`src/pkg/usart_sync_slave_regs.svh`:
```
// Register addresses, reset values and counts of the synchronous serial port
`ifndef USART_SYNC_SLAVE_REGS_SVH
`define USART_SYNC_SLAVE_REGS_SVH

// ==========================================
// Register indices and APB byte addresses
`define IDX_RECEIVE_DATA 12'h119
`define IDX_TRANSMIT_HOLDING 12'h11A
`define IDX_RECEIVE_STATUS_CONTROL 12'h11D
`define IDX_TRANSMIT_STATUS_CONTROL 12'h11E
`define IDX_FLAGS_CONFIG 12'h120
`define ADDR_RECEIVE_DATA 12'h464
`define ADDR_TRANSMIT_HOLDING 12'h468
`define ADDR_RECEIVE_STATUS_CONTROL 12'h474
`define ADDR_TRANSMIT_STATUS_CONTROL 12'h478
`define ADDR_FLAGS_CONFIG 12'h480

// ==========================================
// Reset values
`define RESET_RECEIVE_STATUS_CONTROL 8'h00
`define RESET_TRANSMIT_STATUS_CONTROL 8'h02
`define RESET_FLAGS_CONFIG 1'b0

// ==========================================
// Counts
`define CHAR_BITS_8 4'h8
`define CHAR_BITS_9 4'h9
`define RX_FIFO_DEPTH 2'h2
`define MASTER_CLK_HALF 8'h19
`define RATE_DIV_4 7'h04
`define RATE_DIV_16 7'h10
`define RATE_DIV_64 7'h40

`endif

```
`src/pkg/usart_sync_slave_pkg.sv`:
```
// Types of the synchronous serial port
`default_nettype none
package usart_sync_slave_pkg;

    // ==========================================
    // Register layouts
    typedef struct packed {
        logic port_enable;
        logic nine_bit_receive;
        logic single_receive;
        logic continuous_receive;
        logic address_detect;
        logic framing_error;
        logic overrun_error;
        logic ninth_received_bit;
    } receive_status_control_type;

    typedef struct packed {
        logic clock_source_select;
        logic nine_bit_transmit;
        logic transmit_enable;
        logic clocked_mode_select;
        logic break_send;
        logic high_baud_select;
        logic shift_reg_empty;
        logic ninth_transmit_bit;
    } transmit_status_control_type;

    // ==========================================
    // Receive buffer entry
    typedef struct packed {
        logic framing_error;
        logic ninth;
        logic [7:0] data;
    } rx_entry_type;

    // ==========================================
    // Link operation
    typedef enum logic [1:0] {
        LINK_IDLE,
        LINK_RECEIVE,
        LINK_TRANSMIT
    } link_mode_type;

endpackage
`default_nettype wire

```
`src/design/usart_sync_slave_sleep_ctrl.sv`:
```
// Synchronous serial port with sleep-time slave operation and APB registers
`include "usart_sync_slave_regs.svh"
`default_nettype none

// Behaviour
// - Only synchronous slave mode keeps shifting in sleep; other modes freeze.
// - Slave shift registers advance only on edges of the external clock pin.
// - Master supplies clock and data in sleep; a complete word sets receive flag.
// - After the shifted word, pending holding byte reloads and transmit flag sets.
// - Writing the holding register clears transmit flag until it empties again.
// - Reading receive data pops the buffer; flag clears when it is empty.
// - Transmit control layout as listed; resets zero except empty status one.
// - In synchronous mode, clock source one means master, zero means slave.
// - Nine-bit transmit selects nine-bit characters, ninth bit from register.
// - Break send marks next asynchronous transmission, cleared by hardware.
// - Asynchronous high speed divides baud clock by 4 if wide, else 16.
// - Empty status reads one while the transmit shift register is empty.
// - In synchronous mode continuous receive, or single receive as master, overrides transmit enable.
// - Receive control layout as listed; all bits reset to zero.
// - Port enable zero holds the port logic in reset.
// - Nine-bit receive selects nine bits; ninth bit shows oldest unread char.
// - Single receive starts one master reception, cleared when it completes.
// - Continuous receive sustains reception and beats single receive.
// - Asynchronous nine-bit address detect accepts only ninth-bit-one characters.
// - Framing error shows the oldest unread character's framing status.
// - Overrun sets on overrun, clears when continuous or port enable clears.
// - Two-character buffer; in continuous receive a third character flags overrun and blocks reception.
module usart_sync_slave_sleep_ctrl (
    // Clock and reset
    input wire logic clk,
    input wire logic sys_rst,
    // APB slave
    input wire logic psel,
    input wire logic penable,
    input wire logic pwrite,
    input wire logic [11:0] paddr,
    input wire logic [31:0] pwdata,
    output var logic [31:0] prdata,
    output logic pready,
    output logic pslverr,
    // Processor sleep and wake
    input wire logic sleep_mode,
    output logic wake,
    // Clock pin
    input wire logic ck_in,
    output var logic ck_out,
    output logic ck_oe,
    // Data pin
    input wire logic dt_in,
    output var logic dt_out,
    output logic dt_oe,
    // Asynchronous rate
    output var logic [6:0] baud_divisor
);

    // ==========================================
    // Declarations
    usart_sync_slave_pkg::receive_status_control_type rsc_reg;
    usart_sync_slave_pkg::transmit_status_control_type tsc_reg;
    usart_sync_slave_pkg::receive_status_control_type rsc_view;
    usart_sync_slave_pkg::transmit_status_control_type tsc_view;
    usart_sync_slave_pkg::rx_entry_type fifo_mem [0:1];
    usart_sync_slave_pkg::rx_entry_type head_entry;
    usart_sync_slave_pkg::rx_entry_type rx_next;
    usart_sync_slave_pkg::link_mode_type link_mode;
    logic wide_baud_gen_select_reg;
    logic overrun_error_reg;
    logic [1:0] count_reg;
    logic head_reg;
    logic [8:0] rsr_reg;
    logic [8:0] hold_reg;
    logic hold_valid_reg;
    logic [8:0] tsr_reg;
    logic tsr_full_reg;
    logic [3:0] bit_cnt_reg;
    logic ck_prev_reg;
    logic [7:0] div_cnt_reg;
    logic wr, rd;
    logic hit_rdr, hit_thr, hit_rsc, hit_tsc, hit_flg;
    logic wr_thr, rd_rdr;
    logic sync_mode, master, active, run_clock, tick;
    logic lead, trail, last_bit;
    logic rx_done, accept, push, pop, tx_done, load;
    logic receive_complete_flag, transmit_ready_flag;
    logic [3:0] nbits;
    logic [8:0] captured;

    // ==========================================
    // APB decode
    assign wr = psel & penable & pwrite;
    assign rd = psel & penable & ~pwrite;
    assign hit_rdr = paddr == `ADDR_RECEIVE_DATA;
    assign hit_thr = paddr == `ADDR_TRANSMIT_HOLDING;
    assign hit_rsc = paddr == `ADDR_RECEIVE_STATUS_CONTROL;
    assign hit_tsc = paddr == `ADDR_TRANSMIT_STATUS_CONTROL;
    assign hit_flg = paddr == `ADDR_FLAGS_CONFIG;
    assign wr_thr = wr & hit_thr;
    assign rd_rdr = rd & hit_rdr;
    assign pready = 1'b1;
    assign pslverr = psel & penable & ~(hit_rdr | hit_thr | hit_rsc | hit_tsc | hit_flg);

    // ==========================================
    // Mode selection
    assign sync_mode = tsc_reg.clocked_mode_select;
    assign master = sync_mode & tsc_reg.clock_source_select;
    assign active = rsc_reg.port_enable & sync_mode & (~sleep_mode | ~master);

    always_comb begin
        link_mode = usart_sync_slave_pkg::LINK_IDLE;
        if (sync_mode & (rsc_reg.continuous_receive | (rsc_reg.single_receive & master))) begin
            link_mode = usart_sync_slave_pkg::LINK_RECEIVE;
        end else if (sync_mode & tsc_reg.transmit_enable) begin
            link_mode = usart_sync_slave_pkg::LINK_TRANSMIT;
        end
    end

    // ==========================================
    // Shift clock
    always_ff @(posedge clk) begin
        if (sys_rst) begin
            ck_prev_reg <= 1'b0;
        end else begin
            ck_prev_reg <= ck_in;
        end
    end

    assign run_clock = active & master & (link_mode == usart_sync_slave_pkg::LINK_RECEIVE
        | (link_mode == usart_sync_slave_pkg::LINK_TRANSMIT & tsr_full_reg));
    assign tick = div_cnt_reg == `MASTER_CLK_HALF;

    always_ff @(posedge clk) begin
        if (sys_rst | ~run_clock) begin
            div_cnt_reg <= 8'h00;
            ck_out <= 1'b0;
        end else if (tick) begin
            div_cnt_reg <= 8'h00;
            ck_out <= ~ck_out;
        end else begin
            div_cnt_reg <= div_cnt_reg + 8'h01;
        end
    end

    assign ck_oe = rsc_reg.port_enable & master;

    always_comb begin
        lead = 1'b0;
        trail = 1'b0;
        if (active & master) begin
            lead = tick & ~ck_out & run_clock;
            trail = tick & ck_out & run_clock;
        end else if (active) begin
            lead = ck_in & ~ck_prev_reg;
            trail = ~ck_in & ck_prev_reg;
        end
    end

    // ==========================================
    // Bit counter
    assign nbits = (link_mode == usart_sync_slave_pkg::LINK_RECEIVE)
        ? (rsc_reg.nine_bit_receive ? `CHAR_BITS_9 : `CHAR_BITS_8)
        : (tsc_reg.nine_bit_transmit ? `CHAR_BITS_9 : `CHAR_BITS_8);
    assign last_bit = bit_cnt_reg == nbits - 4'h1;

    always_ff @(posedge clk) begin
        if (sys_rst | ~rsc_reg.port_enable | (link_mode == usart_sync_slave_pkg::LINK_IDLE)) begin
            bit_cnt_reg <= 4'h0;
        end else if (trail & (link_mode == usart_sync_slave_pkg::LINK_RECEIVE | tsr_full_reg)) begin
            bit_cnt_reg <= last_bit ? 4'h0 : bit_cnt_reg + 4'h1;
        end
    end

    // ==========================================
    // Receive path
    assign rx_done = trail & (link_mode == usart_sync_slave_pkg::LINK_RECEIVE) & last_bit;
    assign captured = {dt_in, rsr_reg[8:1]};
    assign accept = sync_mode | ~rsc_reg.nine_bit_receive | ~rsc_reg.address_detect
        | captured[8];
    assign push = rx_done & accept & ~overrun_error_reg & (count_reg != `RX_FIFO_DEPTH);
    assign pop = rd_rdr & (count_reg != 2'h0);

    always_comb begin
        rx_next.framing_error = 1'b0;
        rx_next.ninth = rsc_reg.nine_bit_receive & captured[8];
        rx_next.data = rsc_reg.nine_bit_receive ? captured[7:0] : captured[8:1];
    end

    always_ff @(posedge clk) begin
        if (sys_rst) begin
            rsr_reg <= 9'h000;
        end else if (trail & (link_mode == usart_sync_slave_pkg::LINK_RECEIVE)) begin
            rsr_reg <= captured;
        end
    end

    always_ff @(posedge clk) begin
        if (sys_rst | ~rsc_reg.port_enable) begin
            count_reg <= 2'h0;
            head_reg <= 1'b0;
        end else begin
            if (push) begin
                fifo_mem[head_reg ^ count_reg[0]] <= rx_next;
            end
            if (pop) begin
                head_reg <= ~head_reg;
            end
            count_reg <= count_reg + {1'b0, push} - {1'b0, pop};
        end
    end

    assign head_entry = fifo_mem[head_reg];
    assign receive_complete_flag = count_reg != 2'h0;

    always_ff @(posedge clk) begin
        if (sys_rst | ~rsc_reg.port_enable | ~rsc_reg.continuous_receive) begin
            overrun_error_reg <= 1'b0;
        end else if (rx_done & (count_reg == `RX_FIFO_DEPTH)) begin
            overrun_error_reg <= 1'b1;
        end
    end

    // ==========================================
    // Transmit path
    assign tx_done = trail & (link_mode == usart_sync_slave_pkg::LINK_TRANSMIT)
        & tsr_full_reg & last_bit;
    assign load = active & (link_mode == usart_sync_slave_pkg::LINK_TRANSMIT) & hold_valid_reg
        & (~tsr_full_reg | tx_done);
    assign transmit_ready_flag = ~hold_valid_reg;

    always_ff @(posedge clk) begin
        if (sys_rst | ~rsc_reg.port_enable) begin
            hold_valid_reg <= 1'b0;
            hold_reg <= 9'h000;
        end else if (wr_thr) begin
            hold_valid_reg <= 1'b1;
            hold_reg <= {tsc_reg.ninth_transmit_bit, pwdata[7:0]};
        end else if (load) begin
            hold_valid_reg <= 1'b0;
        end
    end

    always_ff @(posedge clk) begin
        if (sys_rst | ~rsc_reg.port_enable) begin
            tsr_reg <= 9'h000;
            tsr_full_reg <= 1'b0;
            dt_out <= 1'b0;
        end else if (load) begin
            tsr_reg <= hold_reg;
            tsr_full_reg <= 1'b1;
            dt_out <= hold_reg[0];
        end else if (tx_done) begin
            tsr_full_reg <= 1'b0;
        end else if (trail & (link_mode == usart_sync_slave_pkg::LINK_TRANSMIT) & tsr_full_reg) begin
            tsr_reg <= {1'b0, tsr_reg[8:1]};
            dt_out <= tsr_reg[1];
        end
    end

    assign dt_oe = rsc_reg.port_enable & (link_mode == usart_sync_slave_pkg::LINK_TRANSMIT);

    // ==========================================
    // Control registers
    always_ff @(posedge clk) begin
        if (sys_rst) begin
            rsc_reg <= `RESET_RECEIVE_STATUS_CONTROL;
        end else if (wr & hit_rsc) begin
            rsc_reg <= pwdata[7:0];
        end else if (rx_done & master) begin
            rsc_reg.single_receive <= 1'b0;
        end
    end

    always_ff @(posedge clk) begin
        if (sys_rst) begin
            tsc_reg <= `RESET_TRANSMIT_STATUS_CONTROL;
            wide_baud_gen_select_reg <= `RESET_FLAGS_CONFIG;
        end else begin
            if (wr & hit_tsc) begin
                tsc_reg <= pwdata[7:0];
            end else if (wr_thr & ~sync_mode) begin
                tsc_reg.break_send <= 1'b0;
            end
            if (wr & hit_flg) begin
                wide_baud_gen_select_reg <= pwdata[2];
            end
        end
    end

    always_ff @(posedge clk) begin
        if (sys_rst) begin
            baud_divisor <= `RATE_DIV_64;
        end else if (tsc_reg.high_baud_select) begin
            baud_divisor <= wide_baud_gen_select_reg ? `RATE_DIV_4 : `RATE_DIV_16;
        end else begin
            baud_divisor <= wide_baud_gen_select_reg ? `RATE_DIV_16 : `RATE_DIV_64;
        end
    end

    // ==========================================
    // Read data
    always_comb begin
        rsc_view = rsc_reg;
        rsc_view.framing_error = receive_complete_flag & head_entry.framing_error;
        rsc_view.overrun_error = overrun_error_reg;
        rsc_view.ninth_received_bit = receive_complete_flag & head_entry.ninth;
        tsc_view = tsc_reg;
        tsc_view.shift_reg_empty = ~tsr_full_reg;
    end

    always_ff @(posedge clk) begin
        if (sys_rst) begin
            prdata <= 32'h00000000;
        end else if (psel & ~penable) begin
            prdata <= 32'h00000000;
            if (hit_rsc) begin
                prdata[7:0] <= rsc_view;
            end else if (hit_tsc) begin
                prdata[7:0] <= tsc_view;
            end else if (hit_rdr & receive_complete_flag) begin
                prdata[7:0] <= head_entry.data;
            end else if (hit_thr) begin
                prdata[7:0] <= hold_reg[7:0];
            end else if (hit_flg) begin
                prdata[2:0] <= {wide_baud_gen_select_reg, transmit_ready_flag,
                    receive_complete_flag};
            end
        end
    end

    assign wake = sleep_mode & (receive_complete_flag
        | (transmit_ready_flag & dt_oe));
endmodule
`default_nettype wire

```
`config.mk`:
```
export PLATFORM = sky130hd
export DESIGN_NAME = usart_sync_slave_sleep_ctrl
export DESIGN_NICKNAME = d
export VERILOG_FILES = /design/src/pkg/usart_sync_slave_pkg.sv /design/src/design/usart_sync_slave_sleep_ctrl.sv
export VERILOG_INCLUDE_DIRS = /design/src /design/src/pkg
export SDC_FILE = /design/constraint.sdc
export NUM_CORES = 1
export LEC_CHECK = 0
export ABC_AREA = 0
export BUFFER_PORTS_ARGS = -buffer_cell sky130_fd_sc_hd__buf_2
export CAP_MARGIN = 20
export CORE_ASPECT_RATIO = 2
export CORE_MARGIN = 1.5
export CORE_UTILIZATION = 54
export DETAILED_ROUTE_END_ITERATION = 6
export PLACE_DENSITY = 0.8
export SLEW_MARGIN = 20
export SYNTH_ARGS = -nofsm -noshare
export SYNTH_HDL_FRONTEND = slang
export SYNTH_SLANG_ARGS = --single-unit
```
`constraint.sdc`:
```
create_clock -name clk -period 3.2 [get_ports clk]
set_input_delay 0.64 -clock clk [delete_from_list [all_inputs] [get_ports clk]]
set_output_delay 0.64 -clock clk [all_outputs]
set_load 0.05 [all_outputs]
```
# Yosys cells after proc, flatten, opt, wreduce, memory -nomap -nowiden
# Memories as Yosys holds them, arrays and structs flattened. A register that Yosys moved wholly into a read port is not among the register bits.
# Cells that the tools add are included.
[word_totals]
regBits = 76
ram_bits = 18
inputBits = 52
output_inout_bits = 46
wordCells = 173
memories = 1
[op_classes]
n_addsub = 5
n_eq_ne = 12
mux = 37
bitwise = 81
reduce_logical = 9
[mem_list]
columns = ["memory", "depth", "word_bits", "read_ports", "rd_clocked_by_memory_dff", "write_ports", "line_no", "rtl"]
rows = [
  ["fifo_mem", 2, 9, 1, 1, 1, "usart_sync_slave_sleep_ctrl.sv:62", "usart_sync_slave_pkg::rx_entry_type fifo_mem [0:1];"],
]
[ops]
columns = ["op", "n"]
rows = [
  ["$eq 12x11->1 const B", 5],
  ["$and 1x1->1", 45],
  ["$mux 8", 4],
  ["$mux 9", 3],
  ["$mux 1", 21],
  ["$not 1->1", 17],
  ["$or 1x1->1", 17],
  ["$mux 7", 2],
  ["$reduce_bool 2->1", 6],
  ["$mux 5", 2],
  ["$add 8x1->8 const B", 1],
  ["$eq 8x5->1 const B", 1],
  ["$mux 3", 2],
  ["$add 4x1->4 const B", 1],
  ["$eq 2x2->1 const B", 2],
  ["$eq 4x4->1", 1],
  ["$mux 2", 2],
  ["$mux 4", 1],
  ["$sub 4x1->4 const B", 1],
  ["$add 2x1->2", 1],
  ["$eq 2x1->1 const B", 1],
  ["$logic_not 2->1", 1],
  ["$ne 2x1->1 const B", 1],
  ["$ne 2x2->1 const B", 1],
  ["5 further kinds", 5],
]

# Logic depth before layout (Yosys ltp)
# Gate-level depths: netlist (run 1).
[depth]
word_depth = 19
ltp_mapped = 14
ltp_nobuf = 13

# Worst setup path before layout (run 1)
# Ideal clock, no wire load.
[synth_path]
path_kind = "input port to output port"
startpoint = "input port paddr[5]"
endpoint = "output port pslverr"
arrival_time_ns = 2.298
t_required_ns = 2.560
setup_slack_ns = 0.262
path_stages = 4
n_path_buf = 1
path_cell_list = "and3b_1 and3_1 buf_2 a211oi_1"
[synth_between]
elab_chain_len = 7
word_cells_on_any_way = 11
cone_classes = "eq/ne: 5; bitwise: 6"
[synth_lines]
columns = ["item", "line_no", "rtl"]
rows = [
  ["start, declared", "usart_sync_slave_sleep_ctrl.sv:36", "input wire logic [11:0] paddr,"],
  ["$eq 12x11->1 (no line)", "n/a", ""],
  ["$or 1x1->1 (3 in a row)", "usart_sync_slave_sleep_ctrl.sv:100", "assign pslverr = psel & penable & ~(hit_rdr | hit_thr | hit_rsc | hit_tsc | hit_flg);"],
  ["$or 1x1->1 (*)", "usart_sync_slave_sleep_ctrl.sv:100", ""],
  ["$not 1->1 (*)", "usart_sync_slave_sleep_ctrl.sv:100", ""],
  ["$and 1x1->1 (*)", "usart_sync_slave_sleep_ctrl.sv:100", ""],
  ["end, declared", "usart_sync_slave_sleep_ctrl.sv:40", "output logic pslverr,"],
]
# Mark *: on every way between the ends. The rest lies on a longest branch, timed or not.

# Final worst setup path (run 1)
[layout_path]
startpoint = "register div_cnt_reg[0]"
endpoint = "register count_reg[1]"
[layout_between]
elab_chain_len = 11
[layout_lines]
columns = ["item", "line_no", "rtl"]
rows = [
  ["start, declared", "usart_sync_slave_sleep_ctrl.sv:77", "logic [7:0] div_cnt_reg;"],
  ["start signal, assigned", "usart_sync_slave_sleep_ctrl.sv:139", "div_cnt_reg <= div_cnt_reg + 8'h01;"],
  ["$eq 8x5->1 (no line)", "n/a", ""],
  ["$and 1x1->1 (2 in a row)", "usart_sync_slave_sleep_ctrl.sv:150", "trail = tick & ck_out & run_clock;"],
  ["$mux 1", "usart_sync_slave_sleep_ctrl.sv:148", "if (active & master) begin"],
  ["$and 1x1->1 (2 in a row)", "usart_sync_slave_sleep_ctrl.sv:174", "assign rx_done = trail & (link_mode == usart_sync_slave_pkg::LINK_RECEIVE) & last_bit;"],
  ["$and 1x1->1 (3 in a row)", "usart_sync_slave_sleep_ctrl.sv:178", "assign push = rx_done & accept & ~overrun_error_reg & (count_reg != `RX_FIFO_DEPTH);"],
  ["$add 2x1->2", "usart_sync_slave_sleep_ctrl.sv:206", "count_reg <= count_reg + {1'b0, push} - {1'b0, pop};"],
  ["$sub 2x1->2", "usart_sync_slave_sleep_ctrl.sv:206", ""],
  ["end signal, assigned", "usart_sync_slave_sleep_ctrl.sv:206", ""],
  ["end, declared", "usart_sync_slave_sleep_ctrl.sv:68", "logic [1:0] count_reg;"],
]
# Every way passes these cells.
# A chain may end at the register's enable or synchronous reset.

==> out/metrics.cfg, run 1 <==
[route]
wire_per_inst_um = 16.8
avgViaCountPerCell = 5.63
vias = 3376
dr.pass1.iters = 4
wl_mm = 10.1
postRouteAntennaNets = 0
drc = 0
drtIter0Drc = 237

[layout]
layoutNonFillerInstCount = 600
final_nets = 559
syn_to_final_growth_pct = 12.3
drive_gt1_frac = 0.190
fin_util = 0.630
largest_register_ffs = 18
num_antenna_cells = 0
fillers = 656

[logic_synthesis]
synth_edf_count = 18
synth.area.top_cells = dfxtp_1, edfxtp_1, mux2i_1, buf_4, nor2_1
synthArstFlopShare = 0
synthMuxAreaShare = 0.112
yosys.area_share.xor_xnor = 0.0224
synth-compound-area-share = 0.119
synth.most_common_cell = dfxtp_1
synth_area_per_cell_um2 = 9.43
yosys.area.top_type_share = 0.331
synth_warnings = 0
netlist_instances = 456
yosysUniqueCellTypes = 56
synth_top_family_by_area = simple AND/OR/NAND/NOR gates
synth_fa_ha_area_frac = 0.0175
synth_top_cells_by_count = dfxtp_1, nor2_1, a21oi_1
synth_seq_cells = 89
synth_largest_area_cell = dfxtp_1
ys.flop_type = dfxtp_1
synth_seq_area_share = 0.456
synth_simple_gate_area_frac = 0.189
syn-cell-area_um2 = 4300

[pwr]
seqPwrFrac = 0.493
power_frac_clock = 0.435
swShare = 0.248
p_leak_nw = 1.92
vdd_ir_drop_max_mv = 0.490
internal_power_mw = 1.75
p_comb_frac = 0.071
p_sw_mw = 0.577
p_per_area_nw_per_um2 = 482

[worst_setup_path]
crit_top_cell = ha_1
path_class = reg2reg
crit_buf_inv = 1
critPathMaxStageDelay_ps = 390
cp_max_fo = 5
required_ps = 3450
endpoint_kind = flop
crit_chain = ha_1 -> nor4b_1 -> nand3_1 -> o31a_1 -> nor2_1 -> nand3_1 -> ha_1 -> inv_1 -> ha_1 -> xor2_1 -> xnor2_1 -> nor2_1
worstSetupStartpointType = flop
cp.arrival_ps = 3030
cp_slowest_cell = dfxtp_1
path_delay_family = simple AND/OR/NAND/NOR gates

[clock_tree]
root_buffer = clkbuf_16
cts_setup_buffers = 0
cts_resized = 0
clock_sinks = 89
numCtsBuffers = 9
clkLatencyLatePin_ps = 350
clk_path_buf_depth = 2
cts_hold_buf = 0
htree_levels = 3
cts_tree = done
path_clk_slew_ps = 70

[sta]
min_period_ps = 2780
fmax_mhz = 359
rsz0062_at_grt = no
hold_violations = 0
hold-worst-slack_ps = 467
slew_headroom = 0.622
setup-tns-final_ps = 0
setup_viol_count_final = 0
clock_skew_ps = 10.0
worst_pin_slew_ps = 566
finalCritPeriodShare = 0.870
maxSlewViolCount = 0

[global_routing]
grt_antenna_before_repair = 0
grt_pass1_wl_mm = 15.4
grt_usage = 0.245
grt_pass1_vias = 3214
grt_overflow_total = 0
grt_start_max_net_pins = 24

[floorplanning]
die_w_um = 66.1
core_um2 = 7660
die_h_um = 129
start_util = 0.561
rows = 45
fp.dieArea_um2 = 8540
num_io_pins = 98

[min_path]
hold_class = reg2reg

[run_status]
status = finished clean

[flow_run]
drv_cap = 0

[placement]
dp_cells = 584
port_buffers = 44
place_congestion = 0.974
dp_hpwl_mm = 7.71

layout by cell type, fill, tap and decap left out, types with 15 or more instances in the layout:
cell      synthesis  final
mux2i_1          30     30
conb_1            2     29
buf_4            31     15
mux2_2           16     16
nand2_1          33     33
buf_2             2     44
dfxtp_1          71     71
nor2_1           55     55
a21oi_1          36     36
edfxtp_1         18     18
metrics by stage:
stage	instance area, µm²	power [mW]	setup slack, ps
floorplan	4400	1.33	262
global placement	4530	1.34	286
detailed placement	4530	1.34	175
CTS	4830	2.33	458
global route	4830	2.39	211
finish	4830	2.33	416
power by group through the flow:
| stage | combinational [mW] | sequential (mW) | clock, mW |
|---|---|---|---|
| after floorplan | 0.134 | 1.19 | 0 |
| after global placement | 0.163 | 1.17 | 0 |
| after detailed placement | 0.165 | 1.17 | 0 |
| after CTS | 0.165 | 1.15 | 1.02 |
| after global routing | 0.175 | 1.15 | 1.07 |
| final | 0.166 | 1.15 | 1.01 |
kinds of logic (layout without fill, tap and decap cells):
logic type / count (synthesis) / count (layout)
compound gates: 83 / 83
flops: 89 / 89
buf+inv: 60 / 83
other cells: 2 / 29
simple gates: 159 / 159
mux: 46 / 46
xor+xnor: 11 / 11
fa+ha+maj: 6 / 6
area by class of cell:
cell class	instances	area [µm²]	area share
inverter	8	30.0	0.00622
multi-input combinational	334	2090	0.433
clock inverter	5	37.5	0.00778
sequential	89	1960	0.407
tap	94	118	0.0244
timing repair buffer	59	333	0.0690
clock buffer	11	254	0.0526
metal layers:
metal | up-vias | global-route usage | share of wire | wire (µm)
met4 | 0 | 0.125 | 0.044 | 446
li1 | 1646 | - | - | -
met3 | 29 | 0.0616 | 0.040 | 408
met5 | - | 0 | 0 | 0
met1 | 1598 | 0.224 | 0.36 | 3600
met2 | 103 | 0.474 | 0.56 | 5650
path summary, 6_finish.rpt:
path | to | cells after the start | slack, ps | from
setup / recovery | count_reg[1] | 12 | 420 | div_cnt_reg[0]
hold / removal | wide_baud_gen_select_reg | 2 | 470 | wide_baud_gen_select_reg
setup reg to reg | count_reg[1] | 12 | 420 | div_cnt_reg[0]
hold reg to reg | wide_baud_gen_select_reg | 2 | 470 | wide_baud_gen_select_reg
worst min-delay path, delay by kind of cell, from the launching register on:
family          cells  cell delay, ps
flops               1             310
compound gates      1              60
simple gates        1              50
Power figures use the tool's default switching activity.
==> run 2: changes to the inputs <==
- CORE_UTILIZATION: 54 -> 49
- PLACE_DENSITY: 0.8 -> 0.76
- clock period: 3.2 -> 2.45 ns (I/O delays scaled with it)
==> out/metrics.cfg, run 2 (same netlist as run 1, synthesis figures left out) <==
[global_routing]
grt_antenna_before_repair = 0  ; unchanged
grt_pass1_wl_mm = 16.7  ; was 15.4 mm
grt_usage = 0.232  ; was 0.245
grt_pass1_vias = 3510  ; was 3214
grt_start_max_net_pins = 23  ; was 24
grt_overflow_total = 0  ; unchanged

[route]
avgViaCountPerCell = 5.73  ; was 5.63
postRouteAntennaNets = 0  ; unchanged
vias = 3647  ; was 3376
dr.pass1.iters = 7  ; was 4
drtIter0Drc = 242  ; was 237
wl_mm = 10.9  ; was 10.1 mm
drc = 0  ; unchanged
wire_per_inst_um = 17.2  ; was 16.8 µm

[placement]
preCtsSetupSlack_ps = -128  ; was 175 ps
port_buffers = 44  ; unchanged
dp_hpwl_mm = 8.20  ; was 7.71 mm
dp_cells = 616  ; was 584
placed_area_um2 = 4780  ; was 4530 µm²
place_congestion = 0.909  ; was 0.974

[sta]
setup-tns-final_ps = 0  ; unchanged
slew_headroom = 0.665  ; was 0.622
maxSlewViolCount = 0  ; unchanged
clock_skew_ps = 7.75  ; was 10.0 ps
rsz0062_at_grt = yes  ; was no
worst_pin_slew_ps = 499  ; was 566 ps
hold-worst-slack_ps = 369  ; was 467 ps
finalCritPeriodShare = 0.974  ; was 0.870
min_period_ps = 2390  ; was 2780 ps
setup_viol_count_final = 0  ; unchanged
hold_violations = 0  ; unchanged
setup_ws_ps = 62.8  ; was 416 ps
fmax_mhz = 419  ; was 359 MHz

[worst_setup_path]
worstSetupStartpointType = flop  ; unchanged
cp_max_fo = 9  ; was 5
worstRegToRegCells = 9  ; was 12
r2r_slack_ps = 60  ; was 420 ps
path_class = reg2reg  ; unchanged
cp.arrival_ps = 2450  ; was 3030 ps
endpoint_kind = flop  ; unchanged
required_ps = 2510  ; was 3450 ps

[clock_tree]
path_clk_slew_ps = 60  ; was 70 ps
clkLatencyLatePin_ps = 350  ; about the same
numCtsBuffers = 9  ; unchanged
cts_tree = done  ; unchanged
clk_path_buf_depth = 2  ; unchanged
root_buffer = clkbuf_16  ; unchanged
htree_levels = 3  ; unchanged
clock_sinks = 89  ; unchanged

[layout]
largest_register_ffs = 18  ; unchanged
layout_commonest_cell = dfxtp_1  ; unchanged
layoutNonFillerInstCount = 636  ; was 600
syn_to_final_growth_pct = 20.6  ; was 12.3%
fillers = 717  ; was 656
fin_util = 0.604  ; was 0.630
final_nets = 589  ; was 559
design_area_um2 = 5190  ; was 4830 µm²
drive_gt1_frac = 0.259  ; was 0.190
num_antenna_cells = 0  ; unchanged
mostFrequentLayoutCells = dfxtp_1, nor2_1, buf_2, buf_4, a21oi_1  ; was dfxtp_1, nor2_1, buf_2

[min_path]
hold_depth = 2  ; unchanged
hold_class = in2reg  ; was reg2reg

[floorplanning]
die_w_um = 69.2  ; was 66.1 µm
num_io_pins = 98  ; unchanged
rows = 48  ; was 45
die_h_um = 135  ; was 129 µm
core_um2 = 8590  ; was 7660 µm²
fp.dieArea_um2 = 9380  ; was 8540 µm²
start_util = 0.501  ; was 0.561

[flow_run]
drv_cap = 0  ; unchanged

[pwr]
vdd_ir_drop_max_mv = 0.361  ; was 0.490 mV
power.total_mw = 3.15  ; was 2.33 mW
p_comb_frac = 0.071  ; about the same
seqPwrFrac = 0.476  ; was 0.493
p_leak_nw = 2.09  ; was 1.92 nW
p_sw_mw = 0.725  ; was 0.577 mW
p_per_area_nw_per_um2 = 608  ; was 482 nW/µm²
power_frac_clock = 0.453  ; was 0.435
internal_power_mw = 2.43  ; was 1.75 mW
swShare = 0.230  ; was 0.248

[run_status]
status = finished clean  ; unchanged

[run 2: cell type report]
class / count / area (µm²) / area share
Sequential cell: 89 / 1960 / 0.379
Clock buffer: 12 / 236 / 0.0456
Timing Repair Buffer: 89 / 577 / 0.111
Inverter: 8 / 30.0 / 0.00579
Tap cell: 100 / 125 / 0.0241
Multi-Input combinational cell: 334 / 2180 / 0.421
Clock inverter: 4 / 70.1 / 0.0135
[run 2: power groups by stage]
stage | clock (mW) | combinational (mW) | sequential (mW)
4_1_cts | 1.45 | 0.221 | 1.50
6_report | 1.43 | 0.224 | 1.50
5_1_grt | 1.51 | 0.234 | 1.50
3_3_place_gp | 0 | 0.218 | 1.53
3_5_place_dp | 0 | 0.221 | 1.53
2_1_floorplan | 0 | 0.176 | 1.56
[run 2: what timing repair did]
action,CTS,global route
resized for setup,7,8
buffers inserted,4,0
hold buffers,0,0
pin swaps,4,5
setup endpoints to repair,1,21
[run 2: per-layer routing]
layer	vias up	GRT usage	part of all wire
li1	1699	-	-
met1	1746	0.200	0.32
met2	148	0.444	0.56
met4	0	0.181	0.071
met5	-	0	0
met3	54	0.0528	0.052
[run 2: path summary, 6_finish.rpt]
path                             from                       end
max                        rsc_reg[5]            fifo_mem[0][7]
min                             ck_in               ck_prev_reg
max reg2reg                rsc_reg[5]            fifo_mem[0][7]
min reg2reg  wide_baud_gen_select_reg  wide_baud_gen_select_reg
[run 2: critical path, cell delays in order (launching register included)]
cell     delay, ps
dfxtp_1        330
a21o_1         210
and3_1         210
or4_4          460
nand2_4        110
nand3_4         90
buf_4          160
buf_4          130
and3b_2        260
buf_12         130
